--- src/verilog/chd_pkg.sv ---
/*
  chd_pkg: register map, field positions, reset values and state type
  for the channel clock divider block.
  assumes: 9-bit register addresses, 8-bit register data.
*/
`default_nettype none
package chd_pkg;
  // ----------------------------------------------------------------
  // widths
  // ----------------------------------------------------------------
  localparam int CHD_AW = 9;  // register address width
  localparam int CHD_DW = 8;  // register data width
  localparam int CHD_CW = 4;  // low / high count width
  localparam int CHD_DLW = 5; // delay count width
  localparam int CHD_PERW = 8; // source period counter width
  // ----------------------------------------------------------------
  // register slots and their byte addresses
  // ----------------------------------------------------------------
  localparam int CHD_NSLOT = 18;
  localparam int CHD_SL_D0CNT = 0; // dividers 0..2: divider n uses slots 3n..3n+2
  localparam int CHD_SL_D3S1 = 9;
  localparam int CHD_SL_D3S2 = 10;
  localparam int CHD_SL_D3BYP = 11;
  localparam int CHD_SL_D3DCC = 12;
  localparam int CHD_SL_D4S1 = 13; // divider 4 slots follow divider 3
  localparam int CHD_SL_BOUT = 17;
  localparam logic [8:0] CHD_SLOT_ADDR [CHD_NSLOT] = '{
    9'h190, 9'h191, 9'h192, 9'h193, 9'h194, 9'h195,
    9'h196, 9'h197, 9'h198, 9'h199, 9'h19b, 9'h19c,
    9'h19d, 9'h19e, 9'h1a0, 9'h1a1, 9'h1a2, 9'h1a4};
  localparam logic [8:0] CHD_OFF_SYNC = 9'h1a5;   // write bit 0: sync
  localparam logic [8:0] CHD_OFF_STATUS = 9'h1a6; // read only
  // ----------------------------------------------------------------
  // field positions
  // ----------------------------------------------------------------
  localparam int CHD_LOW_LSB = 4;   // low count bits 7:4
  localparam int CHD_HIGH_LSB = 0;  // high count bits 3:0
  localparam int CHD_BYP_BIT = 7;   // single stage bypass
  localparam int CHD_SH_BIT = 4;    // initial_level_high
  localparam int CHD_PO_LSB = 0;    // coarse_delay_field bits 3:0
  localparam int CHD_S1_BYP_BIT = 4;
  localparam int CHD_S2_BYP_BIT = 5;
  localparam int CHD_DUTY_CORRECTION_DISABLE_BIT = 0; // duty_correction_disable
  localparam int CHD_SYNC_BIT = 0;
  // ----------------------------------------------------------------
  // reset values
  // ----------------------------------------------------------------
  localparam logic [7:0] CHD_RST_REG = 8'h00; // correction on, B off
  // ----------------------------------------------------------------
  // divider stage states
  // ----------------------------------------------------------------
  typedef enum logic [1:0] {CHD_ST_WAIT, CHD_ST_HIGH, CHD_ST_LOW} chd_state_t;
endpackage
`default_nettype wire

--- src/verilog/chd_top.sv ---
/*
  chd_top: five channel clock dividers with register file.
  dividers 0..2 single stage with coarse delay, 3..4 two cascaded stages.
  assumes: sys_clk edges are the divider input cycles; src_clk_pin is
  the distribution source level, slower than sys_clk, used for bypass.
*/
// The strobed register port was chosen for this implementation.
`timescale 1ns/1ps
`default_nettype none
module chd_top (
  // clock, reset, enable
  input wire logic sys_clk,
  input wire logic rstn,
  input wire logic ce,
  // register port
  input wire logic [chd_pkg::CHD_AW-1:0] reg_addr,
  input wire logic [chd_pkg::CHD_DW-1:0] reg_wdata,
  input wire logic reg_wr,
  input wire logic reg_rd,
  output logic [chd_pkg::CHD_DW-1:0] reg_rdata,
  // distribution source pin
  input wire logic src_clk_pin,
  // channel outputs
  output logic [2:0] ch_out,
  output logic ch3_out_a,
  output logic ch3_out_b,
  output logic ch4_out_a,
  output logic ch4_out_b
);
  import chd_pkg::*;

  // ----------------------------------------------------------------
  // source synchroniser
  // ----------------------------------------------------------------
  logic src_m_q, src_s_q, src_d_q; // meta, stable, delayed
  logic src_rise;

  // first flop feeds only the second; the third copy only delays
  // the stable level so that a rising edge can be seen
  // limitation: the source must stay below half of sys_clk
  always_ff @(posedge sys_clk or negedge rstn) begin
    if (!rstn) begin
      src_m_q <= 1'b0;
      src_s_q <= 1'b0;
      src_d_q <= 1'b0;
    end else if (ce) begin
      src_m_q <= src_clk_pin;
      src_s_q <= src_m_q;
      src_d_q <= src_s_q;
    end
  end
  assign src_rise = src_s_q & ~src_d_q;

  // ----------------------------------------------------------------
  // register file
  // ----------------------------------------------------------------
  logic [CHD_DW-1:0] reg_q [CHD_NSLOT]; // storage slots
  logic [CHD_NSLOT-1:0] hit;            // slot decode
  logic [CHD_DW-1:0] rd_mux;
  logic [CHD_DW-1:0] rdata_q;
  logic [CHD_DW-1:0] status;
  logic any_hit, hit_sync, hit_status;

  // address decode, one compare per slot
  for (genvar i = 0; i < CHD_NSLOT; i++) begin : g_dec
    assign hit[i] = (reg_addr == CHD_SLOT_ADDR[i]);
  end
  assign hit_sync = (reg_addr == CHD_OFF_SYNC);
  assign hit_status = (reg_addr == CHD_OFF_STATUS);
  assign any_hit = (|hit) | hit_sync | hit_status;

  // one-hot select; unmapped and sync address read as zero
  always_comb begin
    rd_mux = hit_status ? status : '0;
    for (int i = 0; i < CHD_NSLOT; i++) begin
      if (hit[i]) rd_mux = reg_q[i];
    end
  end

  // writes to unmapped or status places touch no slot
  // reset value keeps correction on, B outputs off
  always_ff @(posedge sys_clk or negedge rstn) begin
    if (!rstn) begin
      for (int i = 0; i < CHD_NSLOT; i++) reg_q[i] <= CHD_RST_REG;
    end else if (ce && reg_wr) begin
      for (int i = 0; i < CHD_NSLOT; i++) begin
        if (hit[i]) reg_q[i] <= reg_wdata;
      end
    end
  end

  // read data valid only in the cycle after the strobe
  always_ff @(posedge sys_clk or negedge rstn) begin
    if (!rstn) rdata_q <= '0;
    else if (ce) rdata_q <= reg_rd ? rd_mux : '0;
  end
  assign reg_rdata = rdata_q;

  // ----------------------------------------------------------------
  // sync: automatic once after reset, then on software request
  // ----------------------------------------------------------------
  logic boot_q, sync_q, synced_q;

  // boot_q fires one sync so that dividers leave reset running
  // synced_q is sticky and shows in the status byte
  // offsets wait for a sync
  always_ff @(posedge sys_clk or negedge rstn) begin
    if (!rstn) begin
      boot_q <= 1'b1;
      sync_q <= 1'b0;
      synced_q <= 1'b0;
    end else if (ce) begin
      boot_q <= 1'b0;
      sync_q <= boot_q | (reg_wr & hit_sync & reg_wdata[CHD_SYNC_BIT]);
      synced_q <= synced_q | sync_q;
    end
  end

  // ----------------------------------------------------------------
  // bypass duty corrector on the source
  // ----------------------------------------------------------------
  logic [CHD_PERW-1:0] per_cnt_q, per_q, hcnt_q;
  logic corr_q, corr_neg_q, src_corr;

  // measure source period, rebuild a half-period high pulse
  // trade-off: the rebuilt edges fall on sys_clk edges, so the
  // corrected output trails the source by the synchroniser delay
  always_ff @(posedge sys_clk or negedge rstn) begin
    if (!rstn) begin
      per_cnt_q <= '0;
      per_q <= '0;
      hcnt_q <= '0;
      corr_q <= 1'b0;
    end else if (ce) begin
      if (src_rise) begin
        per_q <= per_cnt_q;
        per_cnt_q <= CHD_PERW'(1);
        hcnt_q <= CHD_PERW'(1);
        corr_q <= 1'b1;
      end else begin
        // saturate so a stopped source cannot wrap
        if (per_cnt_q != '1) per_cnt_q <= per_cnt_q + CHD_PERW'(1);
        if (hcnt_q >= (per_q >> 1)) corr_q <= 1'b0;
        else hcnt_q <= hcnt_q + CHD_PERW'(1);
      end
    end
  end

  // odd period gets half a cycle more high
  always_ff @(negedge sys_clk or negedge rstn) begin
    if (!rstn) corr_neg_q <= 1'b0;
    else if (ce) corr_neg_q <= corr_q & per_q[0];
  end
  assign src_corr = corr_q | corr_neg_q;

  // ----------------------------------------------------------------
  // dividers 0..2
  // ----------------------------------------------------------------
  logic [2:0] d_out;

  for (genvar c = 0; c < 3; c++) begin : g_pecl
    localparam int SL = CHD_SL_D0CNT + 3 * c;
    // low count high nibble, high count low nibble
    wire [CHD_CW-1:0] low_cnt = reg_q[SL][CHD_LOW_LSB +: CHD_CW];
    wire [CHD_CW-1:0] high_cnt = reg_q[SL][CHD_HIGH_LSB +: CHD_CW];
    wire bypass = reg_q[SL+1][CHD_BYP_BIT];
    wire start_high = reg_q[SL+1][CHD_SH_BIT];
    wire [CHD_CW-1:0] coarse_delay_field = reg_q[SL+1][CHD_PO_LSB +: CHD_CW];
    wire dcc_on = ~reg_q[SL+2][CHD_DUTY_CORRECTION_DISABLE_BIT];
    wire [CHD_DLW-1:0] delay;
    // start-high carries weight M+1 over the offset
    // start-high: offset plus low count plus one
    assign delay = start_high ?
      CHD_DLW'({1'b0, coarse_delay_field} + {1'b0, low_cnt} + 5'h01) :
      CHD_DLW'(coarse_delay_field);
    // the stage takes counts and delay only at sync; bypass and
    // the correction select on the bypass path act at once
    // counter divides by N+M+2
    chd_stage #(.CW(CHD_CW), .DLW(CHD_DLW)) u_div (
      .sys_clk(sys_clk),
      .rstn(rstn),
      .ce(ce),
      .sync(sync_q),
      .adv(~bypass),
      .low_cnt(low_cnt),
      .high_cnt(high_cnt),
      .dcc_en(dcc_on),
      .delay(delay),
      .q_out(d_out[c]),
      .rise_out()
    );
    // bypass passes the source, counter held
    // uncorrected bypass keeps the source duty cycle
    assign ch_out[c] = bypass ? (dcc_on ? src_corr : src_s_q) : d_out[c];
  end

  // ----------------------------------------------------------------
  // dividers 3..4, two cascaded stages
  // ----------------------------------------------------------------
  logic [1:0] cas_out;

  for (genvar c = 0; c < 2; c++) begin : g_lvds
    localparam int SL = (c == 0) ? CHD_SL_D3S1 : CHD_SL_D4S1;
    wire byp1 = reg_q[SL+2][CHD_S1_BYP_BIT];
    wire byp2 = reg_q[SL+2][CHD_S2_BYP_BIT];
    // one disable bit covers both stages
    wire dcc_on = ~reg_q[SL+3][CHD_DUTY_CORRECTION_DISABLE_BIT];
    wire s1_q, s1_rise, s2_q;
    // first stage counts every input cycle
    chd_stage #(.CW(CHD_CW), .DLW(CHD_DLW)) u_st1 (
      .sys_clk(sys_clk),
      .rstn(rstn),
      .ce(ce),
      .sync(sync_q),
      .adv(~byp1),
      .low_cnt(reg_q[SL][CHD_LOW_LSB +: CHD_CW]),
      .high_cnt(reg_q[SL][CHD_HIGH_LSB +: CHD_CW]),
      .dcc_en(dcc_on),
      .delay('0),
      .q_out(s1_q),
      .rise_out(s1_rise)
    );
    // stage two advances once per stage one period; its correction
    // adds half a sys_clk only, not half a stage one period
    // second stage counts first stage periods
    chd_stage #(.CW(CHD_CW), .DLW(CHD_DLW)) u_st2 (
      .sys_clk(sys_clk),
      .rstn(rstn),
      .ce(ce),
      .sync(sync_q),
      .adv(s1_rise & ~byp2),
      .low_cnt(reg_q[SL+1][CHD_LOW_LSB +: CHD_CW]),
      .high_cnt(reg_q[SL+1][CHD_HIGH_LSB +: CHD_CW]),
      .dcc_en(dcc_on),
      .delay('0),
      .q_out(s2_q),
      .rise_out()
    );
    // both bypassed: source; second bypassed: stage one
    // first-only bypass is not a supported setting
    assign cas_out[c] = byp1 ? (dcc_on ? src_corr : src_s_q) :
                        (byp2 ? s1_q : s2_q);
  end

  // B outputs gated by the enable register
  assign ch3_out_a = cas_out[0];
  assign ch4_out_a = cas_out[1];
  assign ch3_out_b = cas_out[0] & reg_q[CHD_SL_BOUT][0];
  assign ch4_out_b = cas_out[1] & reg_q[CHD_SL_BOUT][1];

  // live output levels and the first-sync flag
  assign status = {2'b00, synced_q, cas_out, ch_out};

  // ----------------------------------------------------------------
  // checks
  // ----------------------------------------------------------------
  // register port, reset defaults, boot sync and bypass paths
  chk_read_latency: assert property (@(posedge sys_clk) disable iff (!rstn || !ce)
    (reg_rd && hit[CHD_SL_D0CNT]) |=> reg_rdata == $past(reg_q[CHD_SL_D0CNT]))
    else $error("register read not returned next cycle");
  chk_unmapped_zero: assert property (@(posedge sys_clk) disable iff (!rstn || !ce)
    (reg_rd && !any_hit) |=> reg_rdata == '0)
    else $error("unmapped read not zero");
  chk_dcc_default: assert property (@(posedge sys_clk) disable iff (!rstn)
    boot_q |-> (reg_q[2][CHD_DUTY_CORRECTION_DISABLE_BIT] == 1'b0 && reg_q[CHD_SL_D3DCC] == '0))
    else $error("correction not enabled after reset");
  chk_b_default: assert property (@(posedge sys_clk) disable iff (!rstn)
    !reg_q[CHD_SL_BOUT][0] |-> !ch3_out_b)
    else $error("B output active while disabled");
  chk_boot_sync: assert property (@(posedge sys_clk) disable iff (!rstn || !ce)
    boot_q |=> (sync_q ##1 synced_q))
    else $error("no automatic sync after reset");
  chk_bypass_pass: assert property (@(posedge sys_clk) disable iff (!rstn)
    (reg_q[1][CHD_BYP_BIT] && reg_q[2][CHD_DUTY_CORRECTION_DISABLE_BIT]) |-> ch_out[0] == src_s_q)
    else $error("bypassed divider does not follow source");
  chk_single_stage: assert property (@(posedge sys_clk) disable iff (!rstn)
    (!reg_q[CHD_SL_D3BYP][CHD_S1_BYP_BIT] && reg_q[CHD_SL_D3BYP][CHD_S2_BYP_BIT])
      |-> ch3_out_a == g_lvds[0].s1_q)
    else $error("second-stage bypass not using first stage");
  chk_div4_single: assert property (@(posedge sys_clk) disable iff (!rstn)
    (!reg_q[CHD_SL_D4S1+2][CHD_S1_BYP_BIT] && reg_q[CHD_SL_D4S1+2][CHD_S2_BYP_BIT])
      |-> ch4_out_a == g_lvds[1].s1_q)
    else $error("divider 4 second-stage bypass not using first stage");
  chk_both_bypass: assert property (@(posedge sys_clk) disable iff (!rstn)
    (reg_q[CHD_SL_D3BYP][CHD_S1_BYP_BIT] && reg_q[CHD_SL_D3DCC][CHD_DUTY_CORRECTION_DISABLE_BIT])
      |-> ch3_out_a == src_s_q)
    else $error("fully bypassed divider 3 does not follow source");

  // B outputs, sync request and register port timing
  chk_b4_default: assert property (@(posedge sys_clk) disable iff (!rstn)
    !reg_q[CHD_SL_BOUT][1] |-> !ch4_out_b)
    else $error("divider 4 B output active while disabled");
  chk_b3_follow: assert property (@(posedge sys_clk) disable iff (!rstn)
    reg_q[CHD_SL_BOUT][0] |-> ch3_out_b == ch3_out_a)
    else $error("enabled B output does not follow A");
  chk_sync_req: assert property (@(posedge sys_clk) disable iff (!rstn || !ce)
    (reg_wr && hit_sync && reg_wdata[CHD_SYNC_BIT]) |=> sync_q)
    else $error("sync request not passed to dividers");
  chk_rdata_idle: assert property (@(posedge sys_clk) disable iff (!rstn || !ce)
    !reg_rd |=> reg_rdata == '0)
    else $error("read data not cleared after one cycle");
  chk_wr_lands: assert property (@(posedge sys_clk) disable iff (!rstn || !ce)
    (reg_wr && hit[CHD_SL_D0CNT]) |=> reg_q[CHD_SL_D0CNT] == $past(reg_wdata))
    else $error("register write did not land");
endmodule // chd_top
`default_nettype wire

--- src/verilog/chd_stage.sv ---
/*
  chd_stage: one programmable divider stage with start delay and
  half-cycle duty correction.
  assumes: adv marks one divider input cycle; settings are taken only
  on the sync pulse.
*/
`timescale 1ns/1ps
`default_nettype none
module chd_stage #(
  parameter int CW = chd_pkg::CHD_CW,
  parameter int DLW = chd_pkg::CHD_DLW
) (
  // clock and reset
  input wire logic sys_clk,
  input wire logic rstn,
  input wire logic ce,
  // control
  input wire logic sync,
  input wire logic adv,
  input wire logic [CW-1:0] low_cnt,
  input wire logic [CW-1:0] high_cnt,
  input wire logic dcc_en,
  input wire logic [DLW-1:0] delay,
  // divided output
  output logic q_out,
  output logic rise_out
);
  import chd_pkg::*;

  if (CW < 2 || DLW < CW) begin : g_bad
    $error("chd_stage: count or delay width too small");
  end

  // active copies, loaded only at sync
  logic [CW-1:0] low_q, high_q, cnt_q, cnt_d;
  logic [DLW-1:0] dly_q, dly_d;
  logic stretch_q; // odd split with correction on
  logic neg_q;     // falling-edge extension of the high phase
  logic rise_q;
  chd_state_t st_q, st_d;

  // ----------------------------------------------------------------
  // next state
  // ----------------------------------------------------------------
  always_comb begin
    st_d = st_q;
    cnt_d = cnt_q;
    dly_d = dly_q;
    if (sync) begin
      dly_d = delay;
      cnt_d = '0;
      st_d = (delay == '0) ? CHD_ST_HIGH : CHD_ST_WAIT;
    end else if (adv) begin
      unique case (st_q)
        // delay counted in input rising edges
        CHD_ST_WAIT: begin
          if (dly_q == DLW'(1)) st_d = CHD_ST_HIGH;
          if (dly_q != '0) dly_d = dly_q - DLW'(1);
        end
        CHD_ST_HIGH: begin
          cnt_d = (cnt_q == high_q) ? '0 : cnt_q + CW'(1);
          if (cnt_q == high_q) st_d = CHD_ST_LOW;
        end
        CHD_ST_LOW: begin
          cnt_d = (cnt_q == low_q) ? '0 : cnt_q + CW'(1);
          if (cnt_q == low_q) st_d = CHD_ST_HIGH;
        end
      endcase
    end
  end

  // ----------------------------------------------------------------
  // state registers; held until the first sync
  // ----------------------------------------------------------------
  always_ff @(posedge sys_clk or negedge rstn) begin
    if (!rstn) begin
      st_q <= CHD_ST_WAIT;
      cnt_q <= '0;
      dly_q <= '0;
      low_q <= '0;
      high_q <= '0;
      stretch_q <= 1'b0;
      rise_q <= 1'b0;
    end else if (ce) begin
      st_q <= st_d;
      cnt_q <= cnt_d;
      dly_q <= dly_d;
      rise_q <= (st_d == CHD_ST_HIGH) && (st_q != CHD_ST_HIGH);
      if (sync) begin
        low_q <= low_cnt;
        high_q <= high_cnt;
        // correction only meaningful for M = N + 1
        stretch_q <= dcc_en && (low_cnt == CW'(high_cnt + CW'(1)));
      end
    end
  end

  // half-cycle extension gives 50% on odd splits
  // limitation: exact only when adv is high every cycle
  always_ff @(negedge sys_clk or negedge rstn) begin
    if (!rstn) neg_q <= 1'b0;
    else if (ce) neg_q <= stretch_q && (st_q == CHD_ST_HIGH);
  end

  assign q_out = (st_q == CHD_ST_HIGH) | neg_q;
  assign rise_out = rise_q;

  // ----------------------------------------------------------------
  // checks
  // ----------------------------------------------------------------
  chk_high_end: assert property (@(posedge sys_clk) disable iff (!rstn || !ce)
    (st_q == CHD_ST_HIGH && adv && !sync && cnt_q == high_q) |=> st_q == CHD_ST_LOW)
    else $error("high phase did not end after count");
  chk_low_end: assert property (@(posedge sys_clk) disable iff (!rstn || !ce)
    (st_q == CHD_ST_LOW && adv && !sync && cnt_q == low_q) |=> st_q == CHD_ST_HIGH)
    else $error("low phase did not end after count");
  chk_sync_start: assert property (@(posedge sys_clk) disable iff (!rstn || !ce)
    (sync && delay == '0) |=> (st_q == CHD_ST_HIGH && cnt_q == '0))
    else $error("undelayed sync did not start high");
  chk_delay_load: assert property (@(posedge sys_clk) disable iff (!rstn || !ce)
    (sync && delay != '0) |=> (st_q == CHD_ST_WAIT && dly_q == $past(delay)))
    else $error("delay not loaded at sync");
endmodule // chd_stage
`default_nettype wire

--- config.mk ---
export PLATFORM = sky130hd
export DESIGN_NAME = chd_top
export DESIGN_NICKNAME = d
export VERILOG_FILES = /design/src/verilog/chd_pkg.sv /design/src/verilog/chd_top.sv /design/src/verilog/chd_stage.sv
export SDC_FILE = /design/constraint.sdc
export NUM_CORES = 1
export LEC_CHECK = 0
export BUFFER_PORTS_ARGS = -buffer_cell sky130_fd_sc_hd__buf_2
export CORE_MARGIN = 2
export CORE_UTILIZATION = 51
export CTS_BUF_LIST = sky130_fd_sc_hd__clkbuf_4 sky130_fd_sc_hd__clkbuf_8 sky130_fd_sc_hd__clkbuf_16
export DETAILED_ROUTE_END_ITERATION = 12
export PLACE_DENSITY = 0.67
export SYNTH_ARGS = -nofsm -noshare
export SYNTH_HDL_FRONTEND = slang
export SYNTH_SLANG_ARGS = --single-unit
export TNS_END_PERCENT = 50
--- constraint.sdc ---
create_clock -name sys_clk -period 3.3 [get_ports sys_clk]
set_input_delay 0.165 -clock sys_clk [delete_from_list [all_inputs] [get_ports sys_clk]]
set_output_delay 0.165 -clock sys_clk [all_outputs]
set_load 0.03 [all_outputs]
-- After elaboration in Yosys (flattened, before gate mapping)
Cells that the tools add are included.
- register bits: 333
- output and inout port bits: 15
- logic and storage cells: 475
- add/subtract/negate cells: 29
- $lt $le $gt $ge: 1
- equal/unequal tests: 88
- multiplexer cells: 149
- bitwise logic cells: 26
- reduce and logical (&&, ||, !) cells: 101
- operator list (kind ; count):
    $mux 8 ; 23
    $eq 9x9->1 const B ; 20
    $mux 5 ; 31
    $mux 4 ; 28
    $eq 4x4->1 ; 21
    $mux 2 ; 35
    $add 4x1->4 const B ; 14
    $pmux 4 s2 ; 7
    $reduce_and 2->1 ; 23
    $ne 3x2->1 const B ; 15
    $pmux 2 s3 ; 7
    $reduce_bool 2->1 ; 18
    $eq 5x1->1 const B ; 7
    $reduce_bool 5->1 ; 7
    $sub 5x1->5 const B ; 7
    $reduce_and 4->1 ; 7
    $reduce_and 5->1 ; 5
    $reduce_and 3->1 ; 7
    $reduce_bool 3->1 ; 7
    $eq 2x1->1 const B ; 9
    $logic_and 1x1->1 ; 17
    $mux 1 ; 17
    $add 8x1->8 const B ; 2
    $add 4x4->5 ; 3
    12 further kinds ; 57

-- Logic depth before layout (Yosys ltp)
- depth in word-level cells: 24
- depth in mapped cells: 10
- depth with buffers taken out: 10

-- Cells and area by module
Synthesis repeated with hierarchy kept, for this count alone.
- cell total of the unflattened synthesis: 1890
- area, all modules: 19747.7 um^2
- modules (own cells, without submodules) (module ; instances ; cells each ; area an instance (um^2) ; sequential area each (um^2)):
    chd_top ; 1 ; 911 ; 9786.9 ; 4605.7
    chd_stage (g_lvds[0].u_st1 ...) ; 6 ; 139 ; 1426.4 ; 550.5
    chd_stage (g_pecl[0].u_div) ; 1 ; 145 ; 1402.6 ; 550.5

==> qor.csv <==
metric;value;unit
outcome;finished, violations left;
violations;negative setup slack;
yosys-top-cells-area;dfrtp_1, mux2_2, nand2_1, ha_1, o21ai_0;
final_cell_area;0.02076;sq mm
drt_iter0_drc;1209;
clock_sinks;333;
path_max_fanout;4;
num_vias;14770;
worstSetupStartpointType;register;
finalHoldViolCount;0;
antenna_left;0;
crit_end;ch3_out_b;
met1_length;22940;microns
place_area;0.01927;sq mm
r2r-start;corr_neg_q$_DFFE_NN0P_;
power.density;614.8;mW/mm^2
via_per_inst;6.097;
worstPathArrival;3540;ps
synth.ff_latch_count;333;
hp-class;in2reg;
seq_area_frac_synth;0.4520;
yosys.area.top_type;dfrtp_1;
cts_buffers;38;
synthArstFlopShare;1.000;
synth_edf_count;0;
syn_nets;1967;
stdcell_count;2423;
maxCapViolCount;0;
clkPwrFrac;0.353;
core_area;0.03557;sq mm
synth_top_family_by_area;simple AND/OR/NAND/NOR gates;
intPower;8.624;mW
clk_pin_slew;60;ps
critical_path_class;reg2out;
wl_met2;23280;microns
rsz0062_at_grt;true;
holdPathStages;3;
worst_pin_slew;987.7;ps
start_util;0.5184;
grt_pass1_vias;14660;
synth_simple_gate_area_frac;0.1649;
final_max_slew_viol_count;0;
fin_nets;2018;
die_w;194.1;microns
ir_worst_vdd;470.7;uV
seq_area;0.008335;sq mm
yosysTopAreaCellShare;0.4397;
synthMuxAreaShare;0.1084;
worstPathRequired;3130;ps
fp-row-count;69;
crit_start;corr_neg_q$_DFFE_NN0P_;
fin_skew;19.45;ps
nFillCells;3067;
r2r_cells;6;
top_layer;met4;
synth_compound_area_frac;0.1418;
power_switching;4.138;mW
cts-root-buf;clkbuf_16;
place_hpwl;35620;microns
final_layout_size_suffix_gt1_frac;0.1860;
p_leak;9.701;nW
die_h;194.1;microns
clk_latency;560;ps
drtPass1Iterations;5;
antenna_found_initial;0;
cts_tree;yes;
dp.cells;2349;
sw_frac_of_total;0.3242;
grt_max_degree;78;
synthAdderAreaFrac;0.04330;
die_area;0.03769;sq mm
gr-usage-all-layers;0.2773;
p_comb_frac;0.247;
grt_first_pass_wirelength;82520;microns
multi_input_area;0.009512;sq mm
ys.flop_type;dfrtp_1;
p_seq_frac;0.399;
yosysUniqueCellTypes;91;
htree_levels;2;
wl_met3;3641;microns
ioPinCount;38;
drc;0;
antenna_cells;0;
clockBufferDepth;3;
finalWorstSetupSlack;-408.8;ps
r2r-end;reg_rdata[2]$_DFFE_PN0P_;
synthToLayoutAreaGrowth;12.58;%
synth_warnings;0;
cp-end-kind;output port;
rrSetupSlack;-200;ps
finalSetupViolCount;11;
numPortBuffers;37;
overflow;0;
gp_congestion;0.9647;
synth_xor_area_frac;0.05320;
maxSlewHeadroom;0.3415;
synth.cell_area;0.01844;sq mm
avgSynthCellArea;9.797;sq um
wl_per_cell;21.39;microns
syn_inst;1882;
drt_wl_total;51840;microns
## placed cells by master, fill, tap and decap left out, types with 20 or more instances in the layout
cell       count
a21oi_1       82
buf_2         30
buf_4         53
clkbuf_16     41
dfrtp_1      323
ha_1          59
inv_1         80
mux2_2       154
mux2i_1       22
nand2_1      287
nand2b_1      20
nand3_1       57
nor2_1        94
nor2b_1       24
nor3_1        39
nor4_1        22
o21ai_0      124
xnor2_1       73
xor2_1        39
## logic make-up after synthesis
logic type | after synthesis
mux | 178
flops | 333
simple gates | 631
xor+xnor | 112
compound gates | 401
buf+inv | 165
fa+ha+maj | 62
## registers in the layout, indices dropped and copies added, names as in the netlist, 10 cells and up
register                   count
g_lvds.u_st1.dly_q            10
g_lvds.u_st2.dly_q            10
g_pecl.coarse_delay_field     12
g_pecl.high_cnt               12
g_pecl.low_cnt                12
g_pecl.u_div.cnt_q            12
g_pecl.u_div.dly_q            15
g_pecl.u_div.high_q           12
g_pecl.u_div.low_q            12
reg_q                         98
## synthesized netlist by cell type (5+ instances only)
cell type / count
or3_1: 8
a32oi_1: 7
nand4_1: 17
nor4_1: 22
a221oi_1: 7
nor2_1: 97
and3_1: 6
o22ai_1: 19
nor3_1: 39
a22o_1: 11
buf_1: 5
nand2b_1: 20
dfrtp_1: 324
nor2b_1: 24
a31oi_1: 10
a21o_1: 10
o21a_1: 9
nor2_2: 5
mux2i_1: 22
xor2_1: 39
a2111o_1: 5
nor3_2: 5
mux2_2: 154
o21ai_0: 129
o311a_1: 5
clkbuf_1: 55
a22oi_1: 9
nand2_1: 288
nand3_1: 57
a211oi_1: 13
dfrtn_1: 8
o221ai_1: 12
a21oi_1: 85
inv_1: 80
a32o_1: 7
buf_2: 19
o211ai_1: 5
o31ai_1: 7
ha_1: 59
xnor2_1: 73
o2bb2ai_1: 5
nor3b_1: 7
## worst max-delay path: stages, from the launching register on
cell	delay, ps
dfrtn_1	410
o311a_1	390
or2_4	260
and2_4	160
buf_6	130
## through the flow
stage	hold slack [ps]	worst slack [ps]	TNS [ps]	util	power [mW]
after floorplan	-130.6	102.0	0	-	7.199
after global placement	133.1	-213.9	-305.0	0.5419	8.053
after detailed placement	139.5	-297.1	-556.6	0.5419	8.181
after CTS	94.65	-428.1	-2654	0.5834	12.82
after global routing	154.4	-448.1	-3325	0.5836	13.47
final	127.9	-408.8	-2503	0.5836	12.76
## power by group through the flow
stage | clock network [mW] | registers [mW] | logic (mW)
2_1_floorplan | 0 | 5.01 | 2.19
6_report | 4.51 | 5.09 | 3.16
5_1_grt | 4.74 | 5.17 | 3.56
3_5_place_dp | 0 | 5.15 | 3.03
4_1_cts | 4.58 | 5.09 | 3.15
3_3_place_gp | 0 | 5.13 | 2.93
## what timing repair did
item,4_1_cts,5_1_grt
hold buffers,4,0
setup buffers,2,0
resized for setup,31,3
endpoints found under the hold margin,50,0
pin swaps,7,5
endpoints found under the setup margin,10,12
## per-layer routing
metal / vias up / global-route usage
met2: 509 / 0.4255
met3: 115 / 0.05079
met4: 0 / 0.1162
li1: 6802 / -
met5: - / 0
met1: 7346 / 0.3879
## final cells by class
cell class / count / area share
tap: 461 / 0.02779
clock inverter: 14 / 0.008198
inverter: 81 / 0.01465
multi-input combinational: 1384 / 0.4582
clock buffer: 55 / 0.05630
sequential: 333 / 0.4016
timing repair buffer: 95 / 0.03327
## worst min-delay path by stage
| stage | end | slack (ps) | startpoint |
|---|---|---|---|
| floorplan | corr_q$_DFFE_PN0P_ | -130 | rstn |
| detailed placement | g_pecl[0].u_div.dly_q[0]$_DFFE_PN0P_ | 140 | rstn |
| finish | reg_q[45]$_DFFE_PN0P_ | 130 | reg_wdata[5] |
| global route | boot_q$_DFFE_PN1P_ | 150 | ce |
| CTS | reg_q[45]$_DFFE_PN0P_ | 90 | reg_wdata[5] |
| global placement | g_pecl[2].u_div.high_q[2]$_DFFE_PN0P_ | 130 | rstn |
No activity file was read; power rests on OpenSTA's default activity.
